[config.mk]
export PLATFORM = sky130hd
export DESIGN_NAME = rgpt_reset_guard
export DESIGN_NICKNAME = d
export VERILOG_FILES = /design/src/rgpt_reset_guard.v
export VERILOG_INCLUDE_DIRS = /design/src /design/src/src
export SDC_FILE = /design/constraint.sdc
export NUM_CORES = 1
export LEC_CHECK = 0
export ABC_AREA = 1
export BUFFER_PORTS_ARGS = -buffer_cell sky130_fd_sc_hd__buf_2
export CAP_MARGIN = 20
export CORE_MARGIN = 2
export CORE_UTILIZATION = 50
export DETAILED_ROUTE_END_ITERATION = 12
export PLACE_DENSITY = 0.69
export SETUP_SLACK_MARGIN = 0.1
export SYNTH_ARGS = -nofsm -noshare
export SYNTH_HDL_FRONTEND = slang
export SYNTH_SLANG_ARGS = --single-unit
[constraint.sdc]
create_clock -name i_sys_clk -period 32.4 [get_ports i_sys_clk]
set_clock_uncertainty 0.05 [all_clocks]
set_input_delay 3.24 -clock i_sys_clk [delete_from_list [all_inputs] [get_ports i_sys_clk]]
set_output_delay 3.24 -clock i_sys_clk [all_outputs]
set_load 0.01 [all_outputs]
[src/rgpt_defs.vh]
`ifndef RGPT_DEFS_VH
`define RGPT_DEFS_VH
// ****************************************************************
// register byte addresses on apb
// ****************************************************************
`define RGPT_ADDR_W 12
`define RGPT_OFS_BUS_ADDR 12'h000
`define RGPT_OFS_LOCK 12'h004
`define RGPT_OFS_MODE 12'h008
`define RGPT_OFS_PWR_DELAY 12'h00C
`define RGPT_OFS_STATUS 12'h010
`define RGPT_OFS_CMD 12'h014
`define RGPT_OFS_GUARD 12'h018
// ****************************************************************
// reset values
// ****************************************************************
`define RGPT_RST_BUS_ADDR 8'hC0
`define RGPT_RST_LOCK 8'h02
`define RGPT_RST_MODE 8'h00
`define RGPT_RST_PWR_DELAY 8'hFF
`define RGPT_MODE_USED_MASK 8'h03
// ****************************************************************
// status fields
// ****************************************************************
`define RGPT_ST_BUSY 0
`define RGPT_ST_HARD 1
`define RGPT_ST_PENALTY 2
`define RGPT_ST_PWR_DELAY 3
`define RGPT_ST_GUARD 4
`define RGPT_ST_CMD_ACTIVE 5
// ****************************************************************
// command event codes, written to the command register
// ****************************************************************
`define RGPT_EV_FW_CHECK_OK 4'h1
`define RGPT_EV_FW_CHECK_FAIL 4'h2
`define RGPT_EV_FW_CHECK_DIS 4'h3
`define RGPT_EV_SESSION_OPEN 4'h4
`define RGPT_EV_REPLY_OK 4'h5
`define RGPT_EV_REPLY_FAIL 4'h6
`define RGPT_EV_AUTH1 4'h7
`define RGPT_EV_AUTH2_OK 4'h8
`define RGPT_EV_AUTH2_FAIL 4'h9
`define RGPT_EV_ENC2_FAIL 4'hA
`define RGPT_EV_BAD_ORDINAL 4'hB
`define RGPT_EV_OTHER 4'hC
`define RGPT_EV_DONE 4'hF
// ****************************************************************
// timing
// ****************************************************************
`define RGPT_CLK_MHZ 125
`define RGPT_TICK_US 1
`define RGPT_TICK_CYC (`RGPT_CLK_MHZ * `RGPT_TICK_US)
`define RGPT_PENALTY_BASE_MS 262
`define RGPT_PENALTY_MAX_MS 32000
`define RGPT_US_PER_MS 1000
`endif

[src/rgpt_reset_guard.v]
`timescale 1ns/1ps
`include "rgpt_defs.vh"
// Summary of operation
// supply detector holds device in reset
// internal clock; bus pins glitch filtered
// reset clears guard flag, starts tick counter
// expiry restores flag, after running command
// after restore, guard logic idles until reset
// flag zero at reset: ignore commands interval
// delay end sets flag, commands resume
// reset during delay restarts fresh interval
// power delay byte selects interval
// guard works same locked or unlocked
// hard lockout refuses, reports, asserts busy
// wrong session order causes hard lockout
// check or reply failure causes lockout
// penalty: no commands, status shows error
// penalties only while device locked
// locked failures start a penalty delay
// penalty starts 262ms, then doubles
// capped at power delay and 32s
// mode upper bits programmed zero externally
// digest reference programmed before locking
// bus address byte ships as C0
// lock byte ships with low bits 10
// hash constant permanently write protected
// penalty uses same 1 MHz tick
module rgpt_reset_guard #(
  parameter TICK_W = 27
) (
  input wire i_sys_clk,
  input wire i_reset_n,
  input wire i_supply_fault,
  input wire i_nv_guard_flag,
  input wire i_scl,
  input wire i_sda,
  input wire i_psel,
  input wire i_penable,
  input wire i_pwrite,
  input wire [`RGPT_ADDR_W-1:0] i_paddr,
  input wire [31:0] i_pwdata,
  output reg [31:0] o_prdata,
  output reg o_pready,
  output reg o_pslverr,
  output reg o_busy,
  output reg o_cmd_accept,
  output reg o_nv_guard_wr,
  output reg o_nv_guard_val,
  output reg o_scl_clean,
  output reg o_sda_clean,
  output reg o_hash_wr_en
);
  // ****************************************************************
  // states
  // ****************************************************************
  localparam G_START = 2'd0;
  localparam G_ARMED = 2'd1;
  localparam G_DELAY = 2'd2;
  localparam G_IDLE = 2'd3;
  localparam Q_FIRST = 2'd0;
  localparam Q_AFTER_CHECK = 2'd1;
  localparam Q_AFTER_OPEN = 2'd2;
  localparam Q_OPEN = 2'd3;

  // ****************************************************************
  // internal reset: pin reset or supply detector
  // ****************************************************************
  reg [2:0] flt_sync;
  wire rst_n_int;
  always @(posedge i_sys_clk or negedge i_reset_n) begin
    if (!i_reset_n) begin
      flt_sync <= 3'b111;
    end else begin
      flt_sync <= {flt_sync[1:0], i_supply_fault};
    end
  end
  // asserting fault resets asynchronously; release waits for clear
  assign rst_n_int = i_reset_n & ~i_supply_fault & ~flt_sync[2];

  // ****************************************************************
  // pin filters: three stages, change counts once 2 and 3 agree
  // ****************************************************************
  reg [2:0] scl_s;
  reg [2:0] sda_s;
  always @(posedge i_sys_clk or negedge rst_n_int) begin
    if (!rst_n_int) begin
      scl_s <= 3'b111;
      sda_s <= 3'b111;
      o_scl_clean <= 1'b1;
      o_sda_clean <= 1'b1;
    end else begin
      scl_s <= {scl_s[1:0], i_scl};
      sda_s <= {sda_s[1:0], i_sda};
      if (scl_s[1] == scl_s[2]) begin
        o_scl_clean <= scl_s[2];
      end
      if (sda_s[1] == sda_s[2]) begin
        o_sda_clean <= sda_s[2];
      end
    end
  end

  // ****************************************************************
  // 1 MHz tick shared by both delay counters
  // ****************************************************************
  localparam [7:0] TICK_LAST = `RGPT_TICK_CYC - 1;
  reg [7:0] pre_cnt;
  reg tick;
  always @(posedge i_sys_clk or negedge rst_n_int) begin
    if (!rst_n_int) begin
      pre_cnt <= 8'h00;
      tick <= 1'b0;
    end else begin
      tick <= (pre_cnt == TICK_LAST);
      pre_cnt <= (pre_cnt == TICK_LAST) ? 8'h00 : pre_cnt + 8'h01;
    end
  end

  // ****************************************************************
  // registers
  // ****************************************************************
  reg [7:0] bus_address_byte;
  reg [7:0] lock_control_byte;
  reg [7:0] operating_mode_byte;
  reg [7:0] power_delay_code;
  reg [3:0] last_event;
  reg cmd_active;
  reg [1:0] g_state;
  reg reset_guard_flag;
  reg [TICK_W-1:0] g_cnt;
  reg hard_lockout_error;
  reg timed_penalty_error;
  reg [TICK_W-1:0] p_cnt;
  reg [TICK_W-1:0] p_len;
  reg [1:0] q_state;
  reg check_used;
  reg open_used;
  reg auth1_pending;
  wire locked = (lock_control_byte[1:0] != 2'b00);

  // interval in 1 MHz ticks per power delay code
  function [TICK_W-1:0] pwr_ticks;
    input [7:0] code;
    begin
      case (code)
        8'h00: pwr_ticks = 262000;
        8'h01: pwr_ticks = 524000;
        8'h02: pwr_ticks = 785000;
        8'h04: pwr_ticks = 1300000;
        8'h08: pwr_ticks = 2400000;
        8'h10: pwr_ticks = 4500000;
        8'h20: pwr_ticks = 8700000;
        8'h40: pwr_ticks = 17000000;
        8'h80: pwr_ticks = 34000000;
        // other codes are unpredictable; the longest is the safe pick
        default: pwr_ticks = 67000000;
      endcase
    end
  endfunction
  wire [TICK_W-1:0] pwr_len = pwr_ticks(power_delay_code);
  localparam [TICK_W-1:0] PEN_BASE = `RGPT_PENALTY_BASE_MS * `RGPT_US_PER_MS;
  localparam [TICK_W-1:0] PEN_MAX = `RGPT_PENALTY_MAX_MS * `RGPT_US_PER_MS;
  wire in_pwr_delay = (g_state == G_DELAY);

  // ****************************************************************
  // apb decode
  // ****************************************************************
  wire acc = i_psel & i_penable & ~o_pready;
  wire wr = acc & i_pwrite;
  wire cmd_wr = wr & (i_paddr == `RGPT_OFS_CMD);
  wire [3:0] ev = i_pwdata[3:0];
  // commands are refused while any delay or lockout stands
  wire blocked = in_pwr_delay | (g_state == G_START) | hard_lockout_error | timed_penalty_error;
  wire ev_go = cmd_wr & ~blocked & (ev != `RGPT_EV_DONE);
  wire ev_done = cmd_wr & (ev == `RGPT_EV_DONE);

  // ****************************************************************
  // command ordering and failure classification
  // ****************************************************************
  reg hard_hit;
  reg pen_hit;
  reg [1:0] next_q;
  always @* begin
    hard_hit = 1'b0;
    pen_hit = 1'b0;
    next_q = q_state;
    if (locked) begin
      case (q_state)
        Q_FIRST, Q_AFTER_CHECK: begin
          if (ev == `RGPT_EV_SESSION_OPEN) begin
            next_q = Q_AFTER_OPEN;
          end else if ((ev == `RGPT_EV_FW_CHECK_OK || ev == `RGPT_EV_FW_CHECK_DIS) &&
                       !check_used) begin
            next_q = Q_AFTER_CHECK;
          end else begin
            hard_hit = 1'b1;
          end
        end
        Q_AFTER_OPEN: begin
          if (ev == `RGPT_EV_REPLY_OK) begin
            next_q = Q_OPEN;
          end else begin
            hard_hit = 1'b1;
          end
        end
        default: begin
          if (ev == `RGPT_EV_REPLY_OK || ev == `RGPT_EV_REPLY_FAIL) begin
            hard_hit = 1'b1;
          end else if (ev == `RGPT_EV_FW_CHECK_OK || ev == `RGPT_EV_FW_CHECK_FAIL ||
                       ev == `RGPT_EV_FW_CHECK_DIS) begin
            hard_hit = 1'b1;
          end else if (ev == `RGPT_EV_SESSION_OPEN && open_used) begin
            pen_hit = 1'b1;
          end else if (auth1_pending && ev != `RGPT_EV_AUTH2_OK) begin
            pen_hit = 1'b1;
          end else if (ev == `RGPT_EV_AUTH2_FAIL || ev == `RGPT_EV_ENC2_FAIL ||
                       ev == `RGPT_EV_BAD_ORDINAL) begin
            pen_hit = 1'b1;
          end
        end
      endcase
    end
  end

  always @(posedge i_sys_clk or negedge rst_n_int) begin
    if (!rst_n_int) begin
      q_state <= Q_FIRST;
      check_used <= 1'b0;
      open_used <= 1'b0;
      auth1_pending <= 1'b0;
      hard_lockout_error <= 1'b0;
      timed_penalty_error <= 1'b0;
      p_cnt <= {TICK_W{1'b0}};
      p_len <= {TICK_W{1'b0}};
      cmd_active <= 1'b0;
      last_event <= 4'h0;
    end else begin
      if (ev_go) begin
        last_event <= ev;
        cmd_active <= 1'b1;
        q_state <= hard_hit ? q_state : next_q;
        if (ev == `RGPT_EV_FW_CHECK_OK || ev == `RGPT_EV_FW_CHECK_FAIL ||
            ev == `RGPT_EV_FW_CHECK_DIS || ev == `RGPT_EV_SESSION_OPEN) begin
          check_used <= 1'b1;
        end
        if (ev == `RGPT_EV_SESSION_OPEN) begin
          open_used <= 1'b1;
        end
        auth1_pending <= (ev == `RGPT_EV_AUTH1);
        if (hard_hit) begin
          hard_lockout_error <= 1'b1;
        end
        if (pen_hit && locked) begin
          // first 262 ms, then double, capped
          timed_penalty_error <= 1'b1;
          p_cnt <= {TICK_W{1'b0}};
          if (p_len == {TICK_W{1'b0}}) begin
            p_len <= (PEN_BASE >= pwr_len) ? pwr_len : PEN_BASE;
          end else if ((p_len << 1) >= pwr_len) begin
            p_len <= pwr_len;
          end else begin
            p_len <= p_len << 1;
          end
        end
      end else if (ev_done) begin
        cmd_active <= 1'b0;
      end
      if (timed_penalty_error && tick) begin
        p_cnt <= p_cnt + {{(TICK_W-1){1'b0}}, 1'b1};
        if (p_cnt + {{(TICK_W-1){1'b0}}, 1'b1} >= ((p_len > PEN_MAX) ? PEN_MAX : p_len)) begin
          timed_penalty_error <= 1'b0;
        end
      end
    end
  end

  // ****************************************************************
  // reset guard and power delay
  // ****************************************************************
  always @(posedge i_sys_clk or negedge rst_n_int) begin
    if (!rst_n_int) begin
      g_state <= G_START;
      g_cnt <= {TICK_W{1'b0}};
      reset_guard_flag <= 1'b1;
      o_nv_guard_wr <= 1'b0;
      o_nv_guard_val <= 1'b0;
    end else begin
      o_nv_guard_wr <= 1'b0;
      // same path regardless of lock state
      case (g_state)
        G_START: begin
          reset_guard_flag <= 1'b0;
          o_nv_guard_wr <= 1'b1;
          o_nv_guard_val <= 1'b0;
          g_state <= i_nv_guard_flag ? G_ARMED : G_DELAY;
        end
        G_ARMED, G_DELAY: begin
          if (g_cnt >= pwr_len) begin
            if (!cmd_active || g_state == G_DELAY) begin
              reset_guard_flag <= 1'b1;
              o_nv_guard_wr <= 1'b1;
              o_nv_guard_val <= 1'b1;
              g_state <= G_IDLE;
            end
          end else if (tick) begin
            g_cnt <= g_cnt + {{(TICK_W-1){1'b0}}, 1'b1};
          end
        end
        default: g_state <= G_IDLE;
      endcase
    end
  end

  // ****************************************************************
  // configuration bytes and bus
  // ****************************************************************
  always @(posedge i_sys_clk or negedge rst_n_int) begin
    if (!rst_n_int) begin
      bus_address_byte <= `RGPT_RST_BUS_ADDR;
      lock_control_byte <= `RGPT_RST_LOCK;
      operating_mode_byte <= `RGPT_RST_MODE;
      power_delay_code <= `RGPT_RST_PWR_DELAY;
      o_pready <= 1'b0;
      o_pslverr <= 1'b0;
      o_prdata <= 32'h00000000;
      o_busy <= 1'b1;
      o_cmd_accept <= 1'b0;
      o_hash_wr_en <= 1'b0;
    end else begin
      o_pready <= acc;
      o_pslverr <= 1'b0;
      o_hash_wr_en <= 1'b0;
      o_busy <= blocked | cmd_active;
      o_cmd_accept <= ev_go;
      if (wr) begin
        if (i_paddr == `RGPT_OFS_BUS_ADDR) begin
          bus_address_byte <= i_pwdata[7:0];
        end else if (i_paddr == `RGPT_OFS_LOCK) begin
          lock_control_byte <= i_pwdata[7:0];
        end else if (i_paddr == `RGPT_OFS_MODE) begin
          operating_mode_byte <= i_pwdata[7:0];
        end else if (i_paddr == `RGPT_OFS_PWR_DELAY) begin
          power_delay_code <= i_pwdata[7:0];
        end else if (i_paddr != `RGPT_OFS_CMD) begin
          o_pslverr <= 1'b1;
        end
      end else if (acc) begin
        o_prdata <= 32'h00000000;
        if (i_paddr == `RGPT_OFS_BUS_ADDR) begin
          o_prdata <= {24'h000000, bus_address_byte};
        end else if (i_paddr == `RGPT_OFS_LOCK) begin
          o_prdata <= {24'h000000, lock_control_byte};
        end else if (i_paddr == `RGPT_OFS_MODE) begin
          o_prdata <= {24'h000000, operating_mode_byte};
        end else if (i_paddr == `RGPT_OFS_PWR_DELAY) begin
          o_prdata <= {24'h000000, power_delay_code};
        end else if (i_paddr == `RGPT_OFS_STATUS) begin
          o_prdata <= {26'h0000000, cmd_active, reset_guard_flag, in_pwr_delay,
                       timed_penalty_error, hard_lockout_error, blocked | cmd_active};
        end else if (i_paddr == `RGPT_OFS_CMD) begin
          o_prdata <= {28'h0000000, last_event};
        end else if (i_paddr == `RGPT_OFS_GUARD) begin
          o_prdata <= {{(32-TICK_W){1'b0}}, g_cnt};
        end else begin
          o_pslverr <= 1'b1;
        end
      end
    end
  end
endmodule

==> results.cfg, run 1 <==
[status]
outcome = complete, no violations

[flow_run]
max-cap-violations = 0

[placed_design]
dp_hpwl_um = 20400
finalWeightedCongestion = 0.881
port_buffers = 63
dp_cells = 1772

[die]
ios = 94
coreArea_sq_um = 21800
dieArea_sq_um = 23500
rows = 54
die_w_um = 153
die_h_um = 153
start_util = 0.510

[logic_synthesis]
synth_compound_area_frac = 0.121
synthSimpleGateAreaFrac = 0.276
synth_edf_count = 0
async_flop_share = 1.00
yosys-top-cells-count = nand2_1, inv_1, dfrtp_1, o21ai_0, nor2_1
synthMuxAreaShare = 0
yosysTopAreaCellShare = 0.346
synth_fa_ha_area_frac = 0.0872
yosysUniqueCellTypes = 52
ys_top_cells_by_area = dfrtp_1, nand2_1, ha_1
synth_top_family_by_area = simple AND/OR/NAND/NOR gates
synth_most_common_cell = nand2_1
synth_xor_area_frac = 0.0260
netlist_area_sq_um = 11100
synth_top_area_cell = dfrtp_1
synth-seq-cells = 178
synth_cells = 1454
synth-seq-area-share = 0.403
avgSynthCellArea_sq_um = 7.66
ys.flop_type = dfrtp_1
yosysWarnings = 0

[pwr]
power.leakage_nw = 6.33
power_mw = 0.449
irDropWorstVdd_mv = 0.0348
power_density_nw_per_um2 = 36.4

[final_layout]
drive_above_1_share = 0.115
area_growth_pct = 10.6
stdcell_count = 1805
postLayoutCoreUtil = 0.564
final_nets = 1641
n_antenna_cell = 0

[clocking]
htreeDepth = 4
post_cts_buffers = 0
cts_resized = 0
cts.sinks = 178
cts_hold_buf = 0
insertion_delay_ns = 0.45
clk_pin_slew_ns = 0.08
clockBufferDepth = 2
cts_buffers = 17
root_buffer = clkbuf_16
cts_tree = yes

[drt]
drt-total-wl_um = 27600
ant_nets = 0
drt_iter0_markers = 763
vias = 9988
vias_per_cell = 5.53
drcViolationCount = 0
firstDrtPassIters = 7
wire_per_inst_um = 15.3

[global_routing]
grt_usage = 0.239
grt_pass1_vias = 9297
antenna_found_initial = 0
grt_start_max_net_pins = 79
grt_pass1_wl_um = 46000
grt_overflow = 0

[critical_path]
rr_worst_depth = 19
cpMaxStageDelayCell = nand2_2
path_max_fanout = 29
cp-start-kind = primary input
crit_arrival_ns = 5.71
critical_path_class = primary input to register
crit_chain = buf_2 -> inv_1 -> nor2_1 -> inv_1 -> nor3_2 -> o21ai_2 -> inv_2 -> nand3_2 -> nand2_2 -> inv_2 -> a22o_1
end_kind = register
critical_path_required_ns = 32.68
critPathMaxStageDelay_ns = 0.45

[timing]
worst_pin_slew_ns = 0.848
holdWs_ns = 0.308
rsz0062_at_grt = no
fmax_mhz = 184
setup_tns_ns = 0
hold_viol = 0
drv_slew = 0
relSlewSlack = 0.433
fin_crit_sh = 0.168
min_period_ns = 5.43
setup_viol = 0

[hold_path]
hold_class = register to register
hold_path_depth = 0
## logic make-up after synthesis
logic type,after synthesis
and+or+nand+nor,685
buffers and inverters,240
AOI/OAI and AO/OA,238
DFF,178
adders and majority gates,78
xor gates and xnor gates,33
other,2
## per-layer routing
layer  global-route usage  part of all wire  up-vias
met5                    0                 0        -
met4               0.0763             0.015        0
met3               0.0371             0.046       38
met2                0.380              0.47      285
met1                0.337              0.47     4721
li1                     -                 -     4944
## critical path, delay by kind of cell
family                 cells  cell delay [ns]
buffers and inverters      5             0.88
and+or+nand+nor            4             1.17
AOI/OAI and AO/OA          2             0.41
## area by class of cell
type / instances / area, sq um
Clock inverter: 15 / 185
Multi-Input combinational cell: 1042 / 5720
Tap cell: 280 / 350
Fill cell: 2034 / 9510
Timing Repair Buffer: 70 / 388
Sequential cell: 178 / 4480
Clock buffer: 17 / 425
Inverter: 203 / 762
## where the power goes
part / total, mW / switching [mW] / leakage [nW] / internal (mW)
Combinational: 0.0132 / 0.00966 / 3.77 / 0.00358
Sequential: 0.224 / 0.000421 / 2.27 / 0.224
Clock: 0.211 / 0.107 / 0.292 / 0.105
Total: 0.449 / 0.117 / 6.33 / 0.332
## flip-flops by register name (all words and copies together) (netlist names), 8 cells and up
register	cells
power_delay_code	8
lock_control_byte	8
p_len	24
pre_cnt	8
g_cnt	27
p_cnt	27
bus_address_byte	8
operating_mode_byte	8
o_prdata	27
## cell usage in the layout (no fill, tap or decap), drive strengths merged, types with 23 or more instances in the layout
cell	instances
nor4	23
nor3	42
xor2	33
buf	70
dfrtp	154
o21ai	139
nand3	89
nor2	131
dfstp	24
inv	206
ha	76
nand4	40
a21oi	38
nand2	354
## stage by stage
stage | instance area, sq um | setup slack (ns)
finish | 12300 | 26.97
global route | 12300 | 26.74
CTS | 12300 | 27.01
detailed placement | 11700 | 26.54
global placement | 11700 | 26.59
floorplan | 11200 | 11.06
## final timing paths
path	startpoint	to	slack [ns]
max in group asynchronous	i_reset_n	o_prdata[17]	28.13
worst min register to register	flt_sync[1]	flt_sync[2]	0.31
worst max-delay path	i_pwrite	p_cnt[14]	26.97
min in group asynchronous	flt_sync[2]	pre_cnt[7]	0.47
worst min-delay path	flt_sync[1]	flt_sync[2]	0.31
worst max register to register	power_delay_code[7]	p_len[15]	27.93
Power figures use the tool's default switching activity.
==> run 2: changes to the inputs <==
- PLACE_DENSITY: 0.69 -> 0.71
- clock period: 32.4 -> 4.4 ns (I/O delays scaled with it)
==> results.cfg, run 2 (same netlist as run 1, synthesis figures left out) <==
[final_layout]
final_cell_mix = nand2_1, inv_1, dfrtp_1
seqCellArea_sq_um = 4480
mostFrequentLayoutCell = nand2_1
drive_above_1_share = 0.118
top_regs = g_cnt (27), o_prdata (27), p_cnt (27)
postLayoutCoreUtil = 0.567
final_nets = 1645
multi_input_area_sq_um = 5740
n_antenna_cell = 0
stdcell_count = 1809
area_growth_pct = 11.1
fillerInstances = 2029

[drt]
wire_per_inst_um = 15.4
drt-total-wl_um = 27900
vias_per_cell = 5.61
drcViolationCount = 0
ant_nets = 0
vias = 10148
drt_iter0_markers = 825
firstDrtPassIters = 5

[global_routing]
antenna_found_initial = 0
grt_pass1_vias = 9544
grt_overflow = 0
grt_pass1_wl_um = 46800
grt_start_max_net_pins = 176
grt_usage = 0.242

[critical_path]
crit_chain = nor2_2 -> nand2_4 -> nor2_2 -> nor2_2 -> nand2_2 -> inv_1 -> nand3_1 -> inv_2 -> nor2_1 -> ha_1 -> a21oi_1 -> o21a_1 -> nor2_1 -> nor4_1 -> nand2_1 -> clkinv_1 -> nand2_4 -> nor2_8 -> buf_4 -> nand2_1 -> nand2_1 -> nand2_1
crit_family = simple AND/OR/NAND/NOR gates
reg2reg_to = g_cnt[13]
path_max_fanout = 17
cpMaxStageDelayCell = dfstp_2
end_kind = register
startpoint = power_delay_code[3]
path_buf_inv = 4
critPathMaxStageDelay_ns = 0.39
ff2ff_setup_slack_ns = 0.50
critical_path_class = register to register
crit_top_cell = nand2_1
rr_worst_depth = 22
crit_arrival_ns = 4.19
rr_startpoint = power_delay_code[3]
cp-endpoint = g_cnt[13]
critical_path_required_ns = 4.69
cp-start-kind = register
cp.depth = 22

[die]
ios = 94
die_w_um = 153
start_util = 0.510
die_h_um = 153
dieArea_sq_um = 23500
rows = 54
coreArea_sq_um = 21800

[clocking]
post_cts_buffers = 0
root_buffer = clkbuf_16
cts_tree = yes
insertion_delay_ns = 0.45
cts_buffers = 17
clk_pin_slew_ns = 0.08
cts.sinks = 178
clockBufferDepth = 2
htreeDepth = 4

[timing]
min_period_ns = 3.90
relSlewSlack = 0.356
rsz0062_at_grt = no
fin_ws_ns = 0.497
holdWs_ns = 0.0378
worst_pin_slew_ns = 0.966
setup_viol = 0
fin_crit_sh = 0.887
fmax_mhz = 256
hold_viol = 0
drv_slew = 0

[placed_design]
port_buffers = 63
dp_hpwl_um = 20600
dp_cells = 1776
finalWeightedCongestion = 0.899
dp_slack_ns = 0.448

[status]
outcome = complete, no violations

[flow_run]
max-cap-violations = 0

[pwr]
irDropWorstVdd_mv = 0.259
power_mw = 3.29
power.leakage_nw = 6.35
power_density_nw_per_um2 = 266

[hold_path]
hold_class = primary input to register
==> run 2: changes by cell type in the layout (fill, tap and decap cells not counted), sizes merged <==
cell | before | now
clkinvlp | 1 | 2
inv | 206 | 205
dlygate4sd3 | 0 | 1
buf | 70 | 73
==> run 2: worst register-to-register path, stage by stage, from the launching register on <==
cell and delay, ns:
dfstp_2 0.39, nor2_2 0.20, nand2_4 0.11, nor2_2 0.28, nor2_2 0.08, nand2_2 0.11
inv_1 0.07, nand3_1 0.13, inv_2 0.10, nor2_1 0.27, ha_1 0.33, a21oi_1 0.16
o21a_1 0.12, nor2_1 0.04, nor4_1 0.34, nand2_1 0.18, clkinv_1 0.12, nand2_4 0.08
nor2_8 0.23, buf_4 0.24, nand2_1 0.06, nand2_1 0.06, nand2_1 0.05
==> run 2: stage by stage <==
stage	instance area, sq um	setup TNS, ns
2_1_floorplan	11200	-329.03
3_3_place_gp	11700	0
3_5_place_dp	11700	0
4_1_cts	12300	0
5_1_grt	12400	0
6_report	12400	0
==> run 2: how the worst min path moves through the flow <==
| stage | startpoint | end | slack (ns) | cells after the start |
|---|---|---|---|---|
| 3_5_place_dp | sda_s[0] | sda_s[1] | 0.30 | 0 |
| 2_1_floorplan | i_reset_n | flt_sync[0] | 0.24 | 0 |
| 4_1_cts | i_scl | scl_s[0] | 0.03 | 1 |
| 3_3_place_gp | flt_sync[1] | flt_sync[2] | 0.30 | 0 |
| 6_report | i_scl | scl_s[0] | 0.04 | 1 |
| 5_1_grt | i_scl | scl_s[0] | 0.02 | 1 |
==> run 2: area by class of cell <==
type,instances,area share
inverter,203,0.0616
clock buffer,17,0.0344
multi-input combinational,1042,0.464
clock inverter,15,0.0141
tap,280,0.0283
sequential,178,0.363
timing repair buffer,74,0.0344
==> run 2: power by group <==
group          internal [mW]  switching [mW]
clock network          0.764           0.780
registers               1.65         0.00385
logic                 0.0257          0.0710
==> run 2: what timing repair did <==
action / 4_1_cts / 5_1_grt
setup endpoints to repair: 0 / 13
hold buffers: 1 / 0
endpoints found under the hold margin: 3 / 0
resized for setup: 0 / 4
==> run 2: layer usage <==
layer / wire length (um) / track usage / vias up / share of wire
li1: - / - / 4951 / -
met4: 474 / 0.0714 / 0 / 0.017
met2: 13300 / 0.395 / 312 / 0.48
met5: 0 / 0 / - / 0
met3: 1490 / 0.0388 / 46 / 0.053
met1: 12700 / 0.335 / 4839 / 0.45
==> run 3: changes to the inputs <==
- BUFFER_PORTS_ARGS: -buffer_cell sky130_fd_sc_hd__buf_2 -> default
- CTS_CLUSTER_DIAMETER: default -> 100
- DONT_BUFFER_PORTS: default -> 1
- PLACE_DENSITY: 0.71 -> 0.68
==> results.cfg, run 3 (same netlist as run 1, synthesis figures left out) <==
[drt]
drt-total-wl_um = 27400
drcViolationCount = 0
vias = 9719
vias_per_cell = 5.57
wire_per_inst_um = 15.7
drt_iter0_markers = 741
firstDrtPassIters = 6
ant_nets = 0

[clocking]
cts.sinks = 178
clockBufferDepth = 2
clk_pin_slew_ns = 0.08
insertion_delay_ns = 0.44
cts_tree = yes
post_cts_buffers = 0
htreeDepth = 4
root_buffer = clkbuf_16
cts_buffers = 17

[die]
ios = 94
start_util = 0.510
rows = 54
dieArea_sq_um = 23500
die_w_um = 153
coreArea_sq_um = 21800
die_h_um = 153

[global_routing]
grt_pass1_wl_um = 46100
grt_overflow = 0
grt_pass1_vias = 9382
antenna_found_initial = 0
grt_usage = 0.239
grt_start_max_net_pins = 176

[final_layout]
final_cell_mix = nand2_1, inv_1, dfrtp_1
final_nets = 1582
top_regs = g_cnt (27), o_prdata (27), p_cnt (27)
seqCellArea_sq_um = 4480
mostFrequentLayoutCell = nand2_1
multi_input_area_sq_um = 5740
n_antenna_cell = 0
finalInstanceArea_sq_um = 12100
drive_above_1_share = 0.0778
area_growth_pct = 8.48
fillerInstances = 2075

[critical_path]
reg2reg_to = p_len[15]
end_kind = register
crit_arrival_ns = 4.20
rr_worst_depth = 24
path_max_fanout = 24
cp-start-kind = register
crit_family = simple AND/OR/NAND/NOR gates
critPathMaxStageDelay_ns = 0.58
rr_startpoint = power_delay_code[5]
critical_path_class = register to register
crit_chain = inv_1 -> nor2_1 -> nand2_1 -> nor2_1 -> nor2_4 -> nand2_2 -> inv_1 -> nand3_1 -> inv_2 -> nor2_1 -> nand2_1 -> inv_1 -> ha_1 -> nand4_1 -> inv_1 -> nand2_1 -> a31oi_1 -> a211oi_2 -> buf_12 -> nand2_2 -> nand2_1 -> nand3_1 -> nand2_1 -> nand2_1
critical_path_required_ns = 4.68
ff2ff_setup_slack_ns = 0.49
path_buf_inv = 6
cpMaxStageDelayCell = dfstp_2
crit_top_cell = nand2_1
startpoint = power_delay_code[5]

[timing]
fin_crit_sh = 0.889
worst_pin_slew_ns = 0.991
min_period_ns = 3.91
relSlewSlack = 0.339
fmax_mhz = 256
hold_viol = 0
rsz0062_at_grt = no
setup_tns_ns = 0
setup_viol = 0
drv_slew = 0

[flow_run]
max-cap-violations = 0

[placed_design]
dp_hpwl_um = 20100
dpl_cell_area_sq_um = 11400
finalWeightedCongestion = 0.875
port_buffers = 0

[hold_path]
holdCritStartpoint = i_penable
hold_class = primary input to register
hold_path_depth = 2
holdPathEnd = o_pready

[status]
outcome = complete, no violations

[pwr]
power.leakage_nw = 6.06
power_density_nw_per_um2 = 272
irDropWorstVdd_mv = 0.224
==> run 3: cell types whose count changed in the layout (fill, tap and decap cells not counted), sizes merged <==
| cell | delta |
|---|---|
| buf | -66 |
| dlygate4sd3 | +3 |
| clkinvlp | -1 |
| inv | +1 |
==> run 3: through the flow <==
step	std cells	hold slack [ns]	worst slack, ns	utilization	total power, mW
after CTS	1746	0.0729	0.506	0.553	3.32
after floorplan	1460	0.242	-2.07	-	1.74
after global placement	1710	0.242	0.583	0.523	1.76
after global routing	1746	0.0923	0.100	0.553	3.39
final	1746	0.0803	0.487	0.553	3.29
after detailed placement	1710	0.242	0.519	0.523	1.76
==> run 3: where the power goes <==
| group | switching [mW] | internal (mW) |
|---|---|---|
| clock | 0.788 | 0.774 |
| sequential | 0.00556 | 1.65 |
| combinational | 0.0591 | 0.0170 |
==> run 3: repair_timing <==
action,4_1_cts,5_1_grt
endpoints found under the hold margin,6,0
setup endpoints to repair,0,3
gates resized for setup,0,2
hold buffers,4,0
==> run 3: routing by layer <==
layer,vias up,wire length (um),global-route usage
li1,4835,-,-
met1,4612,12900,0.337
met2,236,12800,0.387
met3,36,1290,0.0388
met4,0,388,0.0582
met5,-,0,0
==> run 3: worst reg2reg max path, cell delays in order, from the launching register on <==
cell and delay [ns]:
dfstp_2 0.58, inv_1 0.06, nor2_1 0.08, nand2_1 0.06, nor2_1 0.24, nor2_4 0.08, nand2_2 0.10, inv_1 0.08
nand3_1 0.14, inv_2 0.09, nor2_1 0.39, nand2_1 0.13, inv_1 0.12, ha_1 0.24, nand4_1 0.10, inv_1 0.05
nand2_1 0.06, a31oi_1 0.09, a211oi_2 0.23, buf_12 0.20, nand2_2 0.26, nand2_1 0.20, nand3_1 0.08, nand2_1 0.07
nand2_1 0.04
==> run 3: how the worst max path moves through the flow <==
| stage | to | slack (ns) | depth (start not counted) |
|---|---|---|---|
| 3_5_place_dp | p_len[15] | 0.52 | 24 |
| 4_1_cts | p_len[15] | 0.51 | 24 |
| 3_3_place_gp | p_len[15] | 0.58 | 24 |
| 2_1_floorplan | auth1_pending | -2.07 | 1 |
| 6_report | p_len[15] | 0.49 | 24 |
| 5_1_grt | g_cnt[2] | 0.10 | 29 |
==> run 3: layout make-up <==
class                           count  area share
Tap cell                          280      0.0290
Clock inverter                     15      0.0157
Inverter                          203      0.0631
Timing Repair Buffer               11      0.0108
Multi-Input combinational cell   1042       0.475
Clock buffer                       17      0.0352
Sequential cell                   178       0.371
